**config.mk**
```make
export PLATFORM = sky130hd
export DESIGN_NAME = t16_timer
export DESIGN_NICKNAME = d
export VERILOG_FILES = /design/src/t16_pkg.sv /design/src/t16_edge.sv /design/src/t16_prescale.sv /design/src/t16_timer.sv
export SDC_FILE = /design/constraint.sdc
export NUM_CORES = 1
export LEC_CHECK = 0
export ABC_AREA = 1
export CAP_MARGIN = 5
export CORE_AREA = 5 5 163 165
export CTS_BUF_LIST = sky130_fd_sc_hd__clkbuf_4 sky130_fd_sc_hd__clkbuf_8
export DETAILED_ROUTE_END_ITERATION = 8
export DIE_AREA = 0 0 168 170
export DONT_BUFFER_PORTS = 1
export SYNTH_ARGS = -nofsm -noshare
export SYNTH_HDL_FRONTEND = slang
export SYNTH_SLANG_ARGS = --single-unit
export TNS_END_PERCENT = 10
```
**constraint.sdc**
```tcl
create_clock -name hclk -period 6 [get_ports hclk]
set_clock_uncertainty 0.1 [all_clocks]
set_input_delay 0.9 -clock hclk [delete_from_list [all_inputs] [get_ports hclk]]
set_output_delay 0.9 -clock hclk [all_outputs]
set_load 0.005 [all_outputs]
```
**src/t16_pkg.sv**
```systemverilog
// ****************************************************************
// constants of the 16-bit timer
// ****************************************************************
package t16_pkg;
  // register indices, byte address is four times the index
  localparam int IDX_W = 6;
  localparam int ADDR_LSB = 2;
  localparam logic [5:0] IDX_CTRL_A = 6'h2F;
  localparam logic [5:0] IDX_CTRL_B = 6'h2E;
  localparam logic [5:0] IDX_CNT_H = 6'h2D;
  localparam logic [5:0] IDX_CNT_L = 6'h2C;
  localparam logic [5:0] IDX_CMPA_H = 6'h2B;
  localparam logic [5:0] IDX_CMPA_L = 6'h2A;
  localparam logic [5:0] IDX_CMPB_H = 6'h29;
  localparam logic [5:0] IDX_CMPB_L = 6'h28;
  localparam logic [5:0] IDX_CAPT_H = 6'h25;
  localparam logic [5:0] IDX_CAPT_L = 6'h24;
  localparam logic [5:0] IDX_MISC = 6'h30;
  localparam logic [5:0] IDX_FLAGS = 6'h38;
  localparam logic [5:0] IDX_MASK = 6'h39;
  // control a fields
  localparam int CA_COMA_HI = 7;
  localparam int CA_COMA_LO = 6;
  localparam int CA_COMB_HI = 5;
  localparam int CA_COMB_LO = 4;
  localparam int CA_PWM_HI = 1;
  localparam int CA_PWM_LO = 0;
  localparam logic [7:0] CA_WMASK = 8'hF3;
  // control b fields
  localparam int CB_NC = 7;
  localparam int CB_ES = 6;
  localparam int CB_CTC = 3;
  localparam int CB_CS_HI = 2;
  localparam int CB_CS_LO = 0;
  localparam logic [7:0] CB_WMASK = 8'hCF;
  localparam int MISC_ACE = 0;
  localparam logic [7:0] CTRL_RESET = 8'h00;
  // clock select codes
  localparam logic [2:0] CS_STOP = 3'h0;
  localparam logic [2:0] CS_CK = 3'h1;
  localparam logic [2:0] CS_DIV8 = 3'h2;
  localparam logic [2:0] CS_DIV64 = 3'h3;
  localparam logic [2:0] CS_DIV256 = 3'h4;
  localparam logic [2:0] CS_DIV1024 = 3'h5;
  localparam logic [2:0] CS_EXT_FALL = 3'h6;
  localparam logic [2:0] CS_EXT_RISE = 3'h7;
  localparam int PRESC_W = 10;
  localparam int DIV8_BITS = 3;
  localparam int DIV64_BITS = 6;
  localparam int DIV256_BITS = 8;
  // pwm select and tops
  localparam logic [1:0] PWM_OFF = 2'h0;
  localparam logic [1:0] PWM_8 = 2'h1;
  localparam logic [1:0] PWM_9 = 2'h2;
  localparam logic [15:0] TOP_8 = 16'h00FF;
  localparam logic [15:0] TOP_9 = 16'h01FF;
  localparam logic [15:0] TOP_10 = 16'h03FF;
  localparam int PWM_CMP_W = 10;
  localparam logic [15:0] CNT_MAX = 16'hFFFF;
  localparam logic [15:0] CNT_ZERO = 16'h0000;
  // compare output modes
  localparam logic [1:0] COM_OFF = 2'h0;
  localparam logic [1:0] COM_TOGGLE = 2'h1;
  localparam logic [1:0] COM_CLEAR = 2'h2;
  localparam logic [1:0] COM_SET = 2'h3;
  // event flag positions
  localparam int FLAG_W = 4;
  localparam int FL_OVF = 0;
  localparam int FL_CMPA = 1;
  localparam int FL_CMPB = 2;
  localparam int FL_CAPT = 3;
  localparam int NC_SAMPLES = 4;
endpackage : t16_pkg

```
**src/t16_edge.sv**
```systemverilog
`timescale 1ns/10ps
`default_nettype none
// ****************************************************************
// pin synchroniser, optional noise filter, edge pulse
// ****************************************************************
module t16_edge #(
  parameter int NC = t16_pkg::NC_SAMPLES
) (
  // clock and reset
  input wire logic hclk,
  input wire logic hresetn,
  // pin and options
  input wire logic pin_raw,
  input wire logic rise_sel,
  input wire logic noise_cancel,
  // qualified edge
  output logic edge_evt
);
  import t16_pkg::*;

  typedef struct packed {
    logic [2:0] sync;   // three-stage synchroniser
    logic lvl;          // level once stages two and three agree
    logic [NC-1:0] hist; // last samples of the level
    logic filt;         // filtered level
    logic evt;          // edge pulse
  } t16_edge_t;

  t16_edge_t s_r, s_nxt;

  // sample each clock, qualify, detect the wanted edge
  always_comb begin
    s_nxt = s_r;
    s_nxt.sync = {s_r.sync[1:0], pin_raw};
    if (s_r.sync[1] == s_r.sync[2]) begin
      s_nxt.lvl = s_r.sync[2];
    end
    s_nxt.hist = {s_r.hist[NC-2:0], s_r.lvl};
    if (!noise_cancel) begin
      s_nxt.filt = s_r.lvl;
    end else if (&s_r.hist) begin
      s_nxt.filt = 1'b1;
    end else if (~|s_r.hist) begin
      s_nxt.filt = 1'b0;
    end
    s_nxt.evt = (s_nxt.filt != s_r.filt) && (s_nxt.filt == rise_sel);
  end

  always_ff @(posedge hclk or negedge hresetn) begin
    if (!hresetn) begin
      s_r <= '0;
    end else begin
      s_r <= s_nxt;
    end
  end

  assign edge_evt = s_r.evt;
endmodule : t16_edge
`default_nettype wire

```
**src/t16_prescale.sv**
```systemverilog
`timescale 1ns/10ps
`default_nettype none
// ****************************************************************
// free-running divider giving prescaled count ticks
// ****************************************************************
module t16_prescale #(
  parameter int WIDTH = t16_pkg::PRESC_W
) (
  // clock and reset
  input wire logic hclk,
  input wire logic hresetn,
  // selection and tick
  input wire logic [2:0] clk_sel,
  output logic tick
);
  import t16_pkg::*;

  typedef struct packed {
    logic [WIDTH-1:0] div; // divider count
    logic tick;            // registered tick
  } t16_presc_t;

  t16_presc_t s_r, s_nxt;
  logic [WIDTH-1:0] ones;

  // tick when the selected low bits are all ones
  always_comb begin
    ones = s_r.div;
    s_nxt.div = s_r.div + 1'b1;
    unique case (clk_sel)
      CS_DIV8: s_nxt.tick = &ones[DIV8_BITS-1:0];
      CS_DIV64: s_nxt.tick = &ones[DIV64_BITS-1:0];
      CS_DIV256: s_nxt.tick = &ones[DIV256_BITS-1:0];
      CS_DIV1024: s_nxt.tick = &ones;
      default: s_nxt.tick = 1'b0;
    endcase
  end

  always_ff @(posedge hclk or negedge hresetn) begin
    if (!hresetn) begin
      s_r <= '0;
    end else begin
      s_r <= s_nxt;
    end
  end

  assign tick = s_r.tick;
endmodule : t16_prescale
`default_nettype wire

```
**src/t16_timer.sv**
```systemverilog
`timescale 1ns/10ps
`default_nettype none
module t16_timer (
  // clock and reset
  input wire logic hclk,
  input wire logic hresetn,
  // ahb-lite slave
  input wire logic hsel,
  input wire logic [31:0] haddr,
  input wire logic [1:0] htrans,
  input wire logic hwrite,
  input wire logic [2:0] hsize,
  input wire logic [31:0] hwdata,
  input wire logic hready,
  output logic hreadyout,
  output logic hresp,
  output logic [31:0] hrdata,
  // pins
  input wire logic count_pin,
  input wire logic capture_pin,
  input wire logic comparator_output,
  output logic compare_out_a,
  output logic compare_out_a_oe,
  output logic compare_out_b,
  output logic compare_out_b_oe,
  // masked event requests
  output logic [t16_pkg::FLAG_W-1:0] timer_irq_req
);
  import t16_pkg::*;

  // ****************************************************************
  // state
  // ****************************************************************
  typedef struct packed {
    logic wr_pend;       // write data phase due
    logic rd_pend;       // read data phase due
    logic [IDX_W-1:0] idx; // latched register index
    logic hreadyout;     // bus ready
    logic hresp;         // always okay
    logic [7:0] rdata;   // read byte
    logic [7:0] ctrl_a;  // timer_control_a
    logic [7:0] ctrl_b;  // timer_control_b
    logic ace;           // comparator_capture_enable
    logic [FLAG_W-1:0] mask; // timer_irq_mask
    logic [FLAG_W-1:0] flags; // event flags
    logic [15:0] cnt;    // timer_count_value
    logic up;            // pwm direction
    logic moved;         // counter changed last edge
    logic ctc_pend;      // match a waiting for the next tick
    logic clr_now;       // clear counter this cycle
    logic [15:0] cmpa_buf; // compare_value_a as written
    logic [15:0] cmpa_act; // compare_value_a in use
    logic [15:0] cmpb_buf; // compare_value_b as written
    logic [15:0] cmpb_act; // compare_value_b in use
    logic [15:0] capt;   // capture_value
    logic [7:0] temp;    // shared byte
    logic out_a;         // compare_out_a level
    logic out_b;         // compare_out_b level
    logic oe_a;          // compare_out_a enable
    logic oe_b;          // compare_out_b enable
    logic [FLAG_W-1:0] irq; // masked flags
  } t16_state_t;

  t16_state_t s_r, s_nxt;

  // ****************************************************************
  // helpers
  // ****************************************************************

  // top value of the selected pwm width
  function automatic logic [15:0] top_of(input logic [1:0] sel);
    unique case (sel)
      PWM_8: top_of = TOP_8;
      PWM_9: top_of = TOP_9;
      default: top_of = TOP_10;
    endcase
  endfunction : top_of

  // pin level after a match
  function automatic logic pin_after(input logic [1:0] mode, input logic pwm,
                                     input logic up, input logic pin);
    if (pwm) begin
      if (!mode[1]) begin
        pin_after = pin;
      end else if (up) begin
        pin_after = (mode == COM_SET);
      end else begin
        pin_after = (mode == COM_CLEAR);
      end
    end else begin
      unique case (mode)
        COM_TOGGLE: pin_after = ~pin;
        COM_CLEAR: pin_after = 1'b0;
        COM_SET: pin_after = 1'b1;
        default: pin_after = pin;
      endcase
    end
  endfunction : pin_after

  // whether the mode connects the pin
  function automatic logic pin_drive(input logic [1:0] mode, input logic pwm);
    pin_drive = pwm ? mode[1] : (mode != COM_OFF);
  endfunction : pin_drive

  // ****************************************************************
  // tick sources
  // ****************************************************************
  logic presc_tick; // divided clock tick
  logic ext_evt;    // qualified count pin edge
  logic cap_evt;    // qualified capture edge
  logic cap_src;    // capture trigger source

  assign cap_src = s_r.ace ? comparator_output : capture_pin;

  t16_prescale #(
    .WIDTH(PRESC_W)
  ) u_presc (
    .hclk(hclk),
    .hresetn(hresetn),
    .clk_sel(s_r.ctrl_b[CB_CS_HI:CB_CS_LO]),
    .tick(presc_tick)
  );

  // count pin, rising when clock select low bit is one
  t16_edge #(
    .NC(NC_SAMPLES)
  ) u_count_edge (
    .hclk(hclk),
    .hresetn(hresetn),
    .pin_raw(count_pin),
    .rise_sel(s_r.ctrl_b[CB_CS_LO]),
    .noise_cancel(1'b0),
    .edge_evt(ext_evt)
  );

  // capture trigger with optional filter
  t16_edge #(
    .NC(NC_SAMPLES)
  ) u_capt_edge (
    .hclk(hclk),
    .hresetn(hresetn),
    .pin_raw(cap_src),
    .rise_sel(s_r.ctrl_b[CB_ES]),
    .noise_cancel(s_r.ctrl_b[CB_NC]),
    .edge_evt(cap_evt)
  );

  // ****************************************************************
  // next state
  // ****************************************************************
  logic tick;          // counter advances
  logic pwm;           // pwm selected
  logic ctc;           // clear on match a active
  logic arm;           // clear due on next tick
  logic eq_a;          // match a this cycle
  logic eq_b;          // match b this cycle
  logic [15:0] top;    // pwm top
  logic [7:0] wd;      // written byte
  logic [FLAG_W-1:0] fset; // flags raised
  logic [FLAG_W-1:0] fclr; // flags cleared by software
  logic [2:0] cs;      // clock select

  always_comb begin
    s_nxt = s_r;
    wd = hwdata[7:0];
    fset = '0;
    fclr = '0;
    cs = s_r.ctrl_b[CB_CS_HI:CB_CS_LO];
    pwm = (s_r.ctrl_a[CA_PWM_HI:CA_PWM_LO] != PWM_OFF);
    top = top_of(s_r.ctrl_a[CA_PWM_HI:CA_PWM_LO]);
    ctc = s_r.ctrl_b[CB_CTC] && !pwm;
    // count source
    unique case (cs)
      CS_STOP: tick = 1'b0;
      CS_CK: tick = 1'b1;
      CS_EXT_FALL, CS_EXT_RISE: tick = ext_evt;
      default: tick = presc_tick;
    endcase
    // matches only after the counter itself moved
    if (pwm) begin
      eq_a = s_r.moved && (s_r.cnt[PWM_CMP_W-1:0] == s_r.cmpa_act[PWM_CMP_W-1:0]);
      eq_b = s_r.moved && (s_r.cnt[PWM_CMP_W-1:0] == s_r.cmpb_act[PWM_CMP_W-1:0]);
    end else begin
      eq_a = s_r.moved && (s_r.cnt == s_r.cmpa_act);
      eq_b = s_r.moved && (s_r.cnt == s_r.cmpb_act);
    end
    arm = ctc && (eq_a || s_r.ctc_pend);
    s_nxt.ctc_pend = arm;
    s_nxt.moved = 1'b0;
    s_nxt.clr_now = 1'b0;

    // counter
    if (s_r.clr_now) begin
      s_nxt.cnt = CNT_ZERO;
      s_nxt.moved = 1'b1;
    end else if (tick) begin
      s_nxt.moved = 1'b1;
      if (pwm) begin
        if (s_r.up) begin
          if (s_r.cnt >= top) begin
            s_nxt.up = 1'b0;
            s_nxt.cnt = s_r.cnt - 1'b1;
          end else begin
            s_nxt.cnt = s_r.cnt + 1'b1;
          end
        end else if (s_r.cnt == CNT_ZERO) begin
          s_nxt.up = 1'b1;
          s_nxt.cnt = s_r.cnt + 1'b1;
        end else begin
          s_nxt.cnt = s_r.cnt - 1'b1;
        end
      end else begin
        s_nxt.cnt = s_r.cnt + 1'b1;
        s_nxt.clr_now = arm;
        s_nxt.ctc_pend = 1'b0;
        fset[FL_OVF] = (s_r.cnt == CNT_MAX);
      end
    end
    if (!pwm) begin
      s_nxt.up = 1'b1;
    end

    // compare values in use
    if (!pwm || s_r.cnt == top) begin
      s_nxt.cmpa_act = s_r.cmpa_buf;
      s_nxt.cmpb_act = s_r.cmpb_buf;
    end

    // compare pins
    if (eq_a) begin
      s_nxt.out_a = pin_after(s_r.ctrl_a[CA_COMA_HI:CA_COMA_LO], pwm, s_r.up, s_r.out_a);
    end
    if (eq_b) begin
      s_nxt.out_b = pin_after(s_r.ctrl_a[CA_COMB_HI:CA_COMB_LO], pwm, s_r.up, s_r.out_b);
    end
    s_nxt.oe_a = pin_drive(s_r.ctrl_a[CA_COMA_HI:CA_COMA_LO], pwm);
    s_nxt.oe_b = pin_drive(s_r.ctrl_a[CA_COMB_HI:CA_COMB_LO], pwm);
    fset[FL_CMPA] = eq_a;
    fset[FL_CMPB] = eq_b;

    // capture
    if (cap_evt) begin
      s_nxt.capt = s_r.cnt;
      fset[FL_CAPT] = 1'b1;
    end

    // ahb-lite read data phase, one wait cycle
    s_nxt.hreadyout = 1'b1;
    s_nxt.wr_pend = 1'b0;
    s_nxt.rd_pend = 1'b0;
    if (s_r.rd_pend) begin
      unique case (s_r.idx)
        IDX_CTRL_A: s_nxt.rdata = s_r.ctrl_a & CA_WMASK;
        IDX_CTRL_B: s_nxt.rdata = s_r.ctrl_b & CB_WMASK;
        IDX_MISC: s_nxt.rdata = {7'h00, s_r.ace};
        IDX_FLAGS: s_nxt.rdata = {4'h0, s_r.flags};
        IDX_MASK: s_nxt.rdata = {4'h0, s_r.mask};
        IDX_CNT_L: begin
          s_nxt.rdata = s_r.cnt[7:0];
          s_nxt.temp = s_r.cnt[15:8];
        end
        IDX_CMPA_L: begin
          s_nxt.rdata = s_r.cmpa_buf[7:0];
          s_nxt.temp = s_r.cmpa_buf[15:8];
        end
        IDX_CMPB_L: begin
          s_nxt.rdata = s_r.cmpb_buf[7:0];
          s_nxt.temp = s_r.cmpb_buf[15:8];
        end
        IDX_CAPT_L: begin
          s_nxt.rdata = s_r.capt[7:0];
          s_nxt.temp = s_r.capt[15:8];
        end
        IDX_CNT_H, IDX_CMPA_H, IDX_CMPB_H, IDX_CAPT_H: begin
          s_nxt.rdata = s_r.temp;
        end
        default: s_nxt.rdata = 8'h00;
      endcase
    end

    // ahb-lite write data phase, written byte wins over counting
    if (s_r.wr_pend) begin
      unique case (s_r.idx)
        IDX_CTRL_A: s_nxt.ctrl_a = wd & CA_WMASK;
        IDX_CTRL_B: s_nxt.ctrl_b = wd & CB_WMASK;
        IDX_MISC: s_nxt.ace = wd[MISC_ACE];
        IDX_FLAGS: fclr = wd[FLAG_W-1:0];
        IDX_MASK: s_nxt.mask = wd[FLAG_W-1:0];
        IDX_CNT_H, IDX_CMPA_H, IDX_CMPB_H, IDX_CAPT_H: begin
          s_nxt.temp = wd;
        end
        IDX_CNT_L: begin
          s_nxt.cnt = {s_r.temp, wd};
          s_nxt.moved = 1'b0;
          s_nxt.clr_now = 1'b0;
          s_nxt.ctc_pend = 1'b0;
        end
        IDX_CMPA_L: s_nxt.cmpa_buf = {s_r.temp, wd};
        IDX_CMPB_L: s_nxt.cmpb_buf = {s_r.temp, wd};
        default: s_nxt.temp = s_r.temp;
      endcase
    end

    // address phase
    if (hsel && htrans[1] && hready) begin
      s_nxt.idx = haddr[ADDR_LSB+IDX_W-1:ADDR_LSB];
      if (hwrite) begin
        s_nxt.wr_pend = 1'b1;
      end else begin
        s_nxt.rd_pend = 1'b1;
        s_nxt.hreadyout = 1'b0;
      end
    end

    // flags, a new event beats a clear in the same cycle
    s_nxt.flags = (s_r.flags & ~fclr) | fset;
    s_nxt.irq = s_r.flags & s_r.mask;
    s_nxt.hresp = 1'b0;
  end

  // ****************************************************************
  // registers
  // ****************************************************************
  always_ff @(posedge hclk or negedge hresetn) begin
    if (!hresetn) begin
      s_r <= '0;
      s_r.hreadyout <= 1'b1;
      s_r.up <= 1'b1;
      s_r.ctrl_a <= CTRL_RESET;
      s_r.ctrl_b <= CTRL_RESET;
    end else begin
      s_r <= s_nxt;
    end
  end

  // outputs straight from the state
  assign hreadyout = s_r.hreadyout;
  assign hresp = s_r.hresp;
  assign hrdata = {24'h000000, s_r.rdata};
  assign compare_out_a = s_r.out_a;
  assign compare_out_a_oe = s_r.oe_a;
  assign compare_out_b = s_r.out_b;
  assign compare_out_b_oe = s_r.oe_b;
  assign timer_irq_req = s_r.irq;
endmodule : t16_timer
`default_nettype wire

```
## Word level (Yosys, flattened, before mapping)

Index checks and enable logic that the tools add are counted.

- Register bits: 181
- Input port bits: 77

- Add/subtract/negate cells: 3
- $lt $le $gt $ge: 1
- Eq/ne operators: 45
- Muxes and demuxes: 52
- Bitwise operators: 6
- Reduce and logical (&&, ||, !) cells: 38

Operator list:

| kind | count |
|---|---|
| $mux 16 | 7 |
| $pmux 8 s10 | 1 |
| $eq 6x6->1 const B | 13 |
| $eq 16x16->1 | 3 |
| $pmux 8 s4 | 1 |
| $mux 1 | 26 |
| $eq 10x10->1 | 2 |
| $mux 20 | 1 |
| $pmux 10 s2 | 1 |
| $mux 19 | 1 |
| $mux 17 | 1 |
| $add 16x1->16 const B | 1 |
| $eq 16x16->1 const B | 1 |
| $ge 16x16->1 | 1 |
| $logic_not 16->1 | 1 |
| $mux 8 | 2 |
| $pmux 8 s2 | 1 |
| $sub 16x1->16 const B | 1 |
| $reduce_and 2->1 | 7 |
| $eq 3x3->1 const B | 4 |
| $add 10x1->10 const B | 1 |
| $eq 2x2->1 const B | 5 |
| $logic_and 1x1->1 | 10 |
| $reduce_and 10->1 | 1 |
| other kinds (29) | 52 |

## Depth between registers and ports, before layout

- Depth after elaboration: 10
- Depth in mapped cells: 13
- Mapped depth without buffers: 13

## By module

A second synthesis with hierarchy kept.

- Cells, all modules: 1234
- Area total of the unflattened synthesis: 9885.7 µm²

Modules (own cells, without submodules):

| module | times used | cells each | area an instance (µm²) |
|---|---|---|---|
| t16_timer | 1 | 1114 | 8657.1 |
| t16_edge | 2 | 31 | 346.6 |
| t16_prescale | 1 | 58 | 535.5 |

## Worst setup path after synthesis

OpenSTA, ideal clock, no wires.

- Path kind: register to register
- Start point: reg s_r[133] (netlist name)
- End point: reg s_r[36] (netlist name)
- Arrival time: 1.855 ns
- Setup slack: 3.920 ns
- Cell stages (with the launch flop): 10
- Clock period less this slack: 2.080 ns
- Cell sequence: dfrtp_1 -> inv_1 -> ha_1 -> ha_1 -> nand2_1 -> nor2_1 -> nand3_1 -> o21ai_2 -> buf_4 -> mux2_2

- Cells in the longest elaborated chain, start to end: 4

Ends and longest elaborated chain:

| item | line | RTL |
|---|---|---|
| start, declared | t16_timer.sv:64 | `t16_state_t s_r, s_nxt;` |
| start signal, assigned | t16_timer.sv:332 | `s_r <= s_nxt;` |
| $eq 2x2->1 or $eq 2x1->1 (tied branches) | t16_timer.sv:72 | `unique case (sel)` |
| $pmux 10 s2 | t16_timer.sv:72 |  |
| $eq 16x16->1 | t16_timer.sv:224 | `if (!pwm \|\| s_r.cnt == top) begin` |
| $logic_or 1x1->1 * | t16_timer.sv:224 |  |

Every way passes the cells marked *; elsewhere a longest branch is shown, timed or not.
A chain may end at the register's enable or synchronous reset.

## Worst setup path after layout

- Start point: reg s_r[155] (netlist name)
- End point: reg s_r[88] (netlist name)

- Cells in the longest elaborated chain, start to end: 2

Ends and longest elaborated chain:

| item | line | RTL |
|---|---|---|
| $eq 6x6->1 | t16_timer.sv:283 | `unique case (s_r.idx)` |
| $reduce_and 2->1 (no source line) | n/a |  |

No other way between the ends.

==> out/metrics.cfg <==
[status]
status = finished clean

[timing]
max-slew-margin-rel_pct = 23.5
rsz0062_at_grt = false
tns_ns = 0
finalHoldViolations = 0
finalMaxSlewViolations = 0
worst_slew_pin_slew_ns = 1.15
max_freq_ghz = 0.324
fin_crit_sh_pct = 51.4
timing.final.crit_period_ns = 3.08
finalSetupViolCount = 0

[drt]
post_drt_wl_per_cell_um = 17.5
wirelength_um = 27800
drcViolationCount = 0
drt_iter0_drc = 820
via_per_inst = 5.12
first_pass_iters = 7
vias = 8168
final_antenna_net_count = 0

[clock_tree]
cts_max_path_buffers = 2
h-tree-depth = 4
cts_buffers = 17
clkSinkCount = 181
cts-root-buf = clkbuf_8
cts_tree = yes
clk_pin_slew_ns = 0.12
cts_resized = 0
clkLatencyLatePin_ns = 0.48

[place]
routabilityCongestion = 0.964
numPlacedInstances = 1560
dp_hpwl_um = 19300
portBuffers = 0

[setup_path]
crit_fanout = 32
worst_setup_path_end_kind = register
cp.required_ns = 6.27
crit_type = register to register
startpoint_type = register
arrival_ns = 3.36

[finish]
multi_input_area_um2 = 4390
layout.cells.non_filler = 1595
areaGrowthSynthToFinish_pct = 4.67
regArea_um2 = 4530
fillers = 2550
drive_gt1_share_pct = 6.17
finalCoreUtilization_pct = 41.4
fin_nets = 1343

[logic_synthesis]
yosys_most_used_dff = dfrtp_1
yosysSeqAreaShare_pct = 46.0
syn_area_per_cell_um2 = 7.64
synth-simple-area-share_pct = 27.0
netlist_area_um2 = 9850
synth-edff-count = 0
netlist_instances = 1289
synth-xor-area-share_pct = 3.02
ys_warn_count = 0
synth.distinct_cells = 44
synthAdderAreaFrac_pct = 2.11
async_flop_share_pct = 100
synth_compound_area_share_pct = 10.5
synth_top_family_by_area = simple AND/OR/NAND/NOR gates
muxShareOfSynthArea_pct = 0.915
ys_seq_elements = 181

[die]
start_util_pct = 39.6
coreArea_um2 = 24900
row_count = 58
ios = 119
die_x_um = 168
die_h_um = 170
dieArea_um2 = 28600

[flow_run]
maxCapViolCount = 0

[grt]
grt_usage_pct = 19.9
globalRouteOverflowTotal = 0
antenna_found_initial = 0
first_global_vias = 7729
grt_max_degree = 171
grt_pass1_wl_um = 44000

[power]
vdd_ir_drop_max_v = 0.000180
leakage_nw = 5.11
pwr_density_cell_nw_per_um2 = 387

[min_path]
min_path_type = primary input to async pin

critical path, stage by stage (launching register included):
cell	delay, ns
dfrtp_1	0.41
inv_1	0.09
nand2_2	0.11
nor2_1	0.21
nand2_2	0.15
inv_1	0.54
nand2_1	0.88
o21ai_0	0.47
sequential cells by signal, indices dropped and copies added, names as in the netlist:
name / flops
u_presc.tick: 1
u_capt_edge.s_nxt: 6
compare_out_b: 1
cs: 3
compare_out_b_oe: 1
u_capt_edge.s_r: 3
u_presc.ones: 10
hreadyout: 1
s_r: 134
compare_out_a: 1
u_count_edge.edge_evt: 1
hrdata: 8
u_capt_edge.edge_evt: 1
timer_irq_req: 4
compare_out_a_oe: 1
u_count_edge.s_nxt: 3
u_count_edge.s_r: 2
per-stage QoR:
| stage | hold slack [ns] | power (mW) | setup slack, ns | area [µm²] |
|---|---|---|---|---|
| final | 0.143 | 3.99 | 2.92 | 10300 |
| after global routing | 0.108 | 4.27 | 2.71 | 10300 |
| after CTS | 0.119 | 3.99 | 2.99 | 10300 |
| after detailed placement | 0.244 | 3.08 | 3.05 | 9840 |
| after global placement | 0.235 | 3.05 | 3.09 | 9840 |
| after floorplan | 0.231 | 2.75 | 3.92 | 9940 |
cells in the final DEF (no fill, tap or decap), types with 15 or more instances in the layout:
master	instances
nand3_1	64
xor2_1	24
o21ai_0	95
nor2_1	131
dfrtp_1	179
ha_1	15
inv_1	117
conb_1	25
nand2_1	387
clkbuf_8	17
nand4_1	21
a21oi_1	69
cells in the mapped netlist (3+ instances only):
| library cell | count | area, µm² |
|---|---|---|
| clkbuf_1 | 19 | 71.3 |
| nor2_4 | 4 | 45.0 |
| nor2_2 | 7 | 43.8 |
| inv_2 | 8 | 30.0 |
| a21oi_1 | 69 | 345 |
| o21ai_1 | 7 | 35.0 |
| nor2_1 | 131 | 492 |
| buf_2 | 18 | 90.1 |
| dfrtp_1 | 179 | 4480 |
| nor3_1 | 10 | 50.1 |
| nand2_1 | 387 | 1450 |
| nand2_2 | 6 | 37.5 |
| o211ai_1 | 4 | 30.0 |
| xor2_1 | 24 | 210 |
| inv_1 | 117 | 439 |
| buf_6 | 4 | 45.0 |
| clkinv_1 | 3 | 11.3 |
| xnor2_1 | 10 | 87.6 |
| ha_1 | 15 | 188 |
| o21ai_0 | 95 | 475 |
| nand3_1 | 64 | 320 |
| buf_4 | 45 | 338 |
| o22ai_1 | 10 | 62.6 |
| mux2_2 | 8 | 90.1 |
| nand4_1 | 21 | 131 |
per-layer routing:
metal,routed length [µm],vias to the layer above,track usage [%]
met4,918,0,7.62
met3,2030,52,4.95
met2,12200,278,30.0
met5,0,-,0
met1,12700,3876,27.8
li1,-,3962,-
path summary, 6_finish.rpt:
kind	slack, ns	from	depth (start not counted)	to
max	2.92	s_r[155]$_DFFE_PN0P_	7	s_r[88]$_DFFE_PN0P_
min	0.14	hresetn	0	s_r[99]$_DFFE_PN1P_
max reg2reg	2.92	s_r[155]$_DFFE_PN0P_	7	s_r[88]$_DFFE_PN0P_
min reg2reg	0.27	u_count_edge.s_nxt[8]$_DFF_PN0_	0	u_count_edge.s_nxt[9]$_DFF_PN0_
max in group asynchronous	4.62	hresetn	1	s_r[76]$_DFFE_PN0P_
min in group hclk	0.27	u_count_edge.s_nxt[8]$_DFF_PN0_	0	u_count_edge.s_nxt[9]$_DFF_PN0_
power by group:
group | switching [mW] | leakage, nW | internal (mW) | total (mW)
sequential | 0.356 | 2.14 | 1.48 | 1.83
clock | 0.555 | 0.210 | 0.329 | 0.884
combinational | 0.832 | 2.75 | 0.438 | 1.27
total | 1.74 | 5.10 | 2.24 | 3.99
cells by family (layout without fill, tap and decap cells):
logic type,after synthesis,after routing
simple gates,639,639
buf+inv,214,165
compound gates,195,195
flops,181,181
xor+xnor,34,34
fa+ha+maj,17,17
mux,8,8
other cells,1,26
area by class of cell:
class	instances	area share (%)
diodes	1	0.0243
inverters	128	4.66
well taps	330	4.00
clock inverters	15	1.92
clock buffers	17	2.27
multi-input cells	918	42.6
repair buffers	5	0.583
flip-flops and latches	181	44.0
repair_timing:
item | CTS | global route
setup buffers | 0 | 0
hold buffers | 2 | 0
hold endpoints to repair | 170 | 0
No activity file was read; power rests on OpenSTA's default activity.
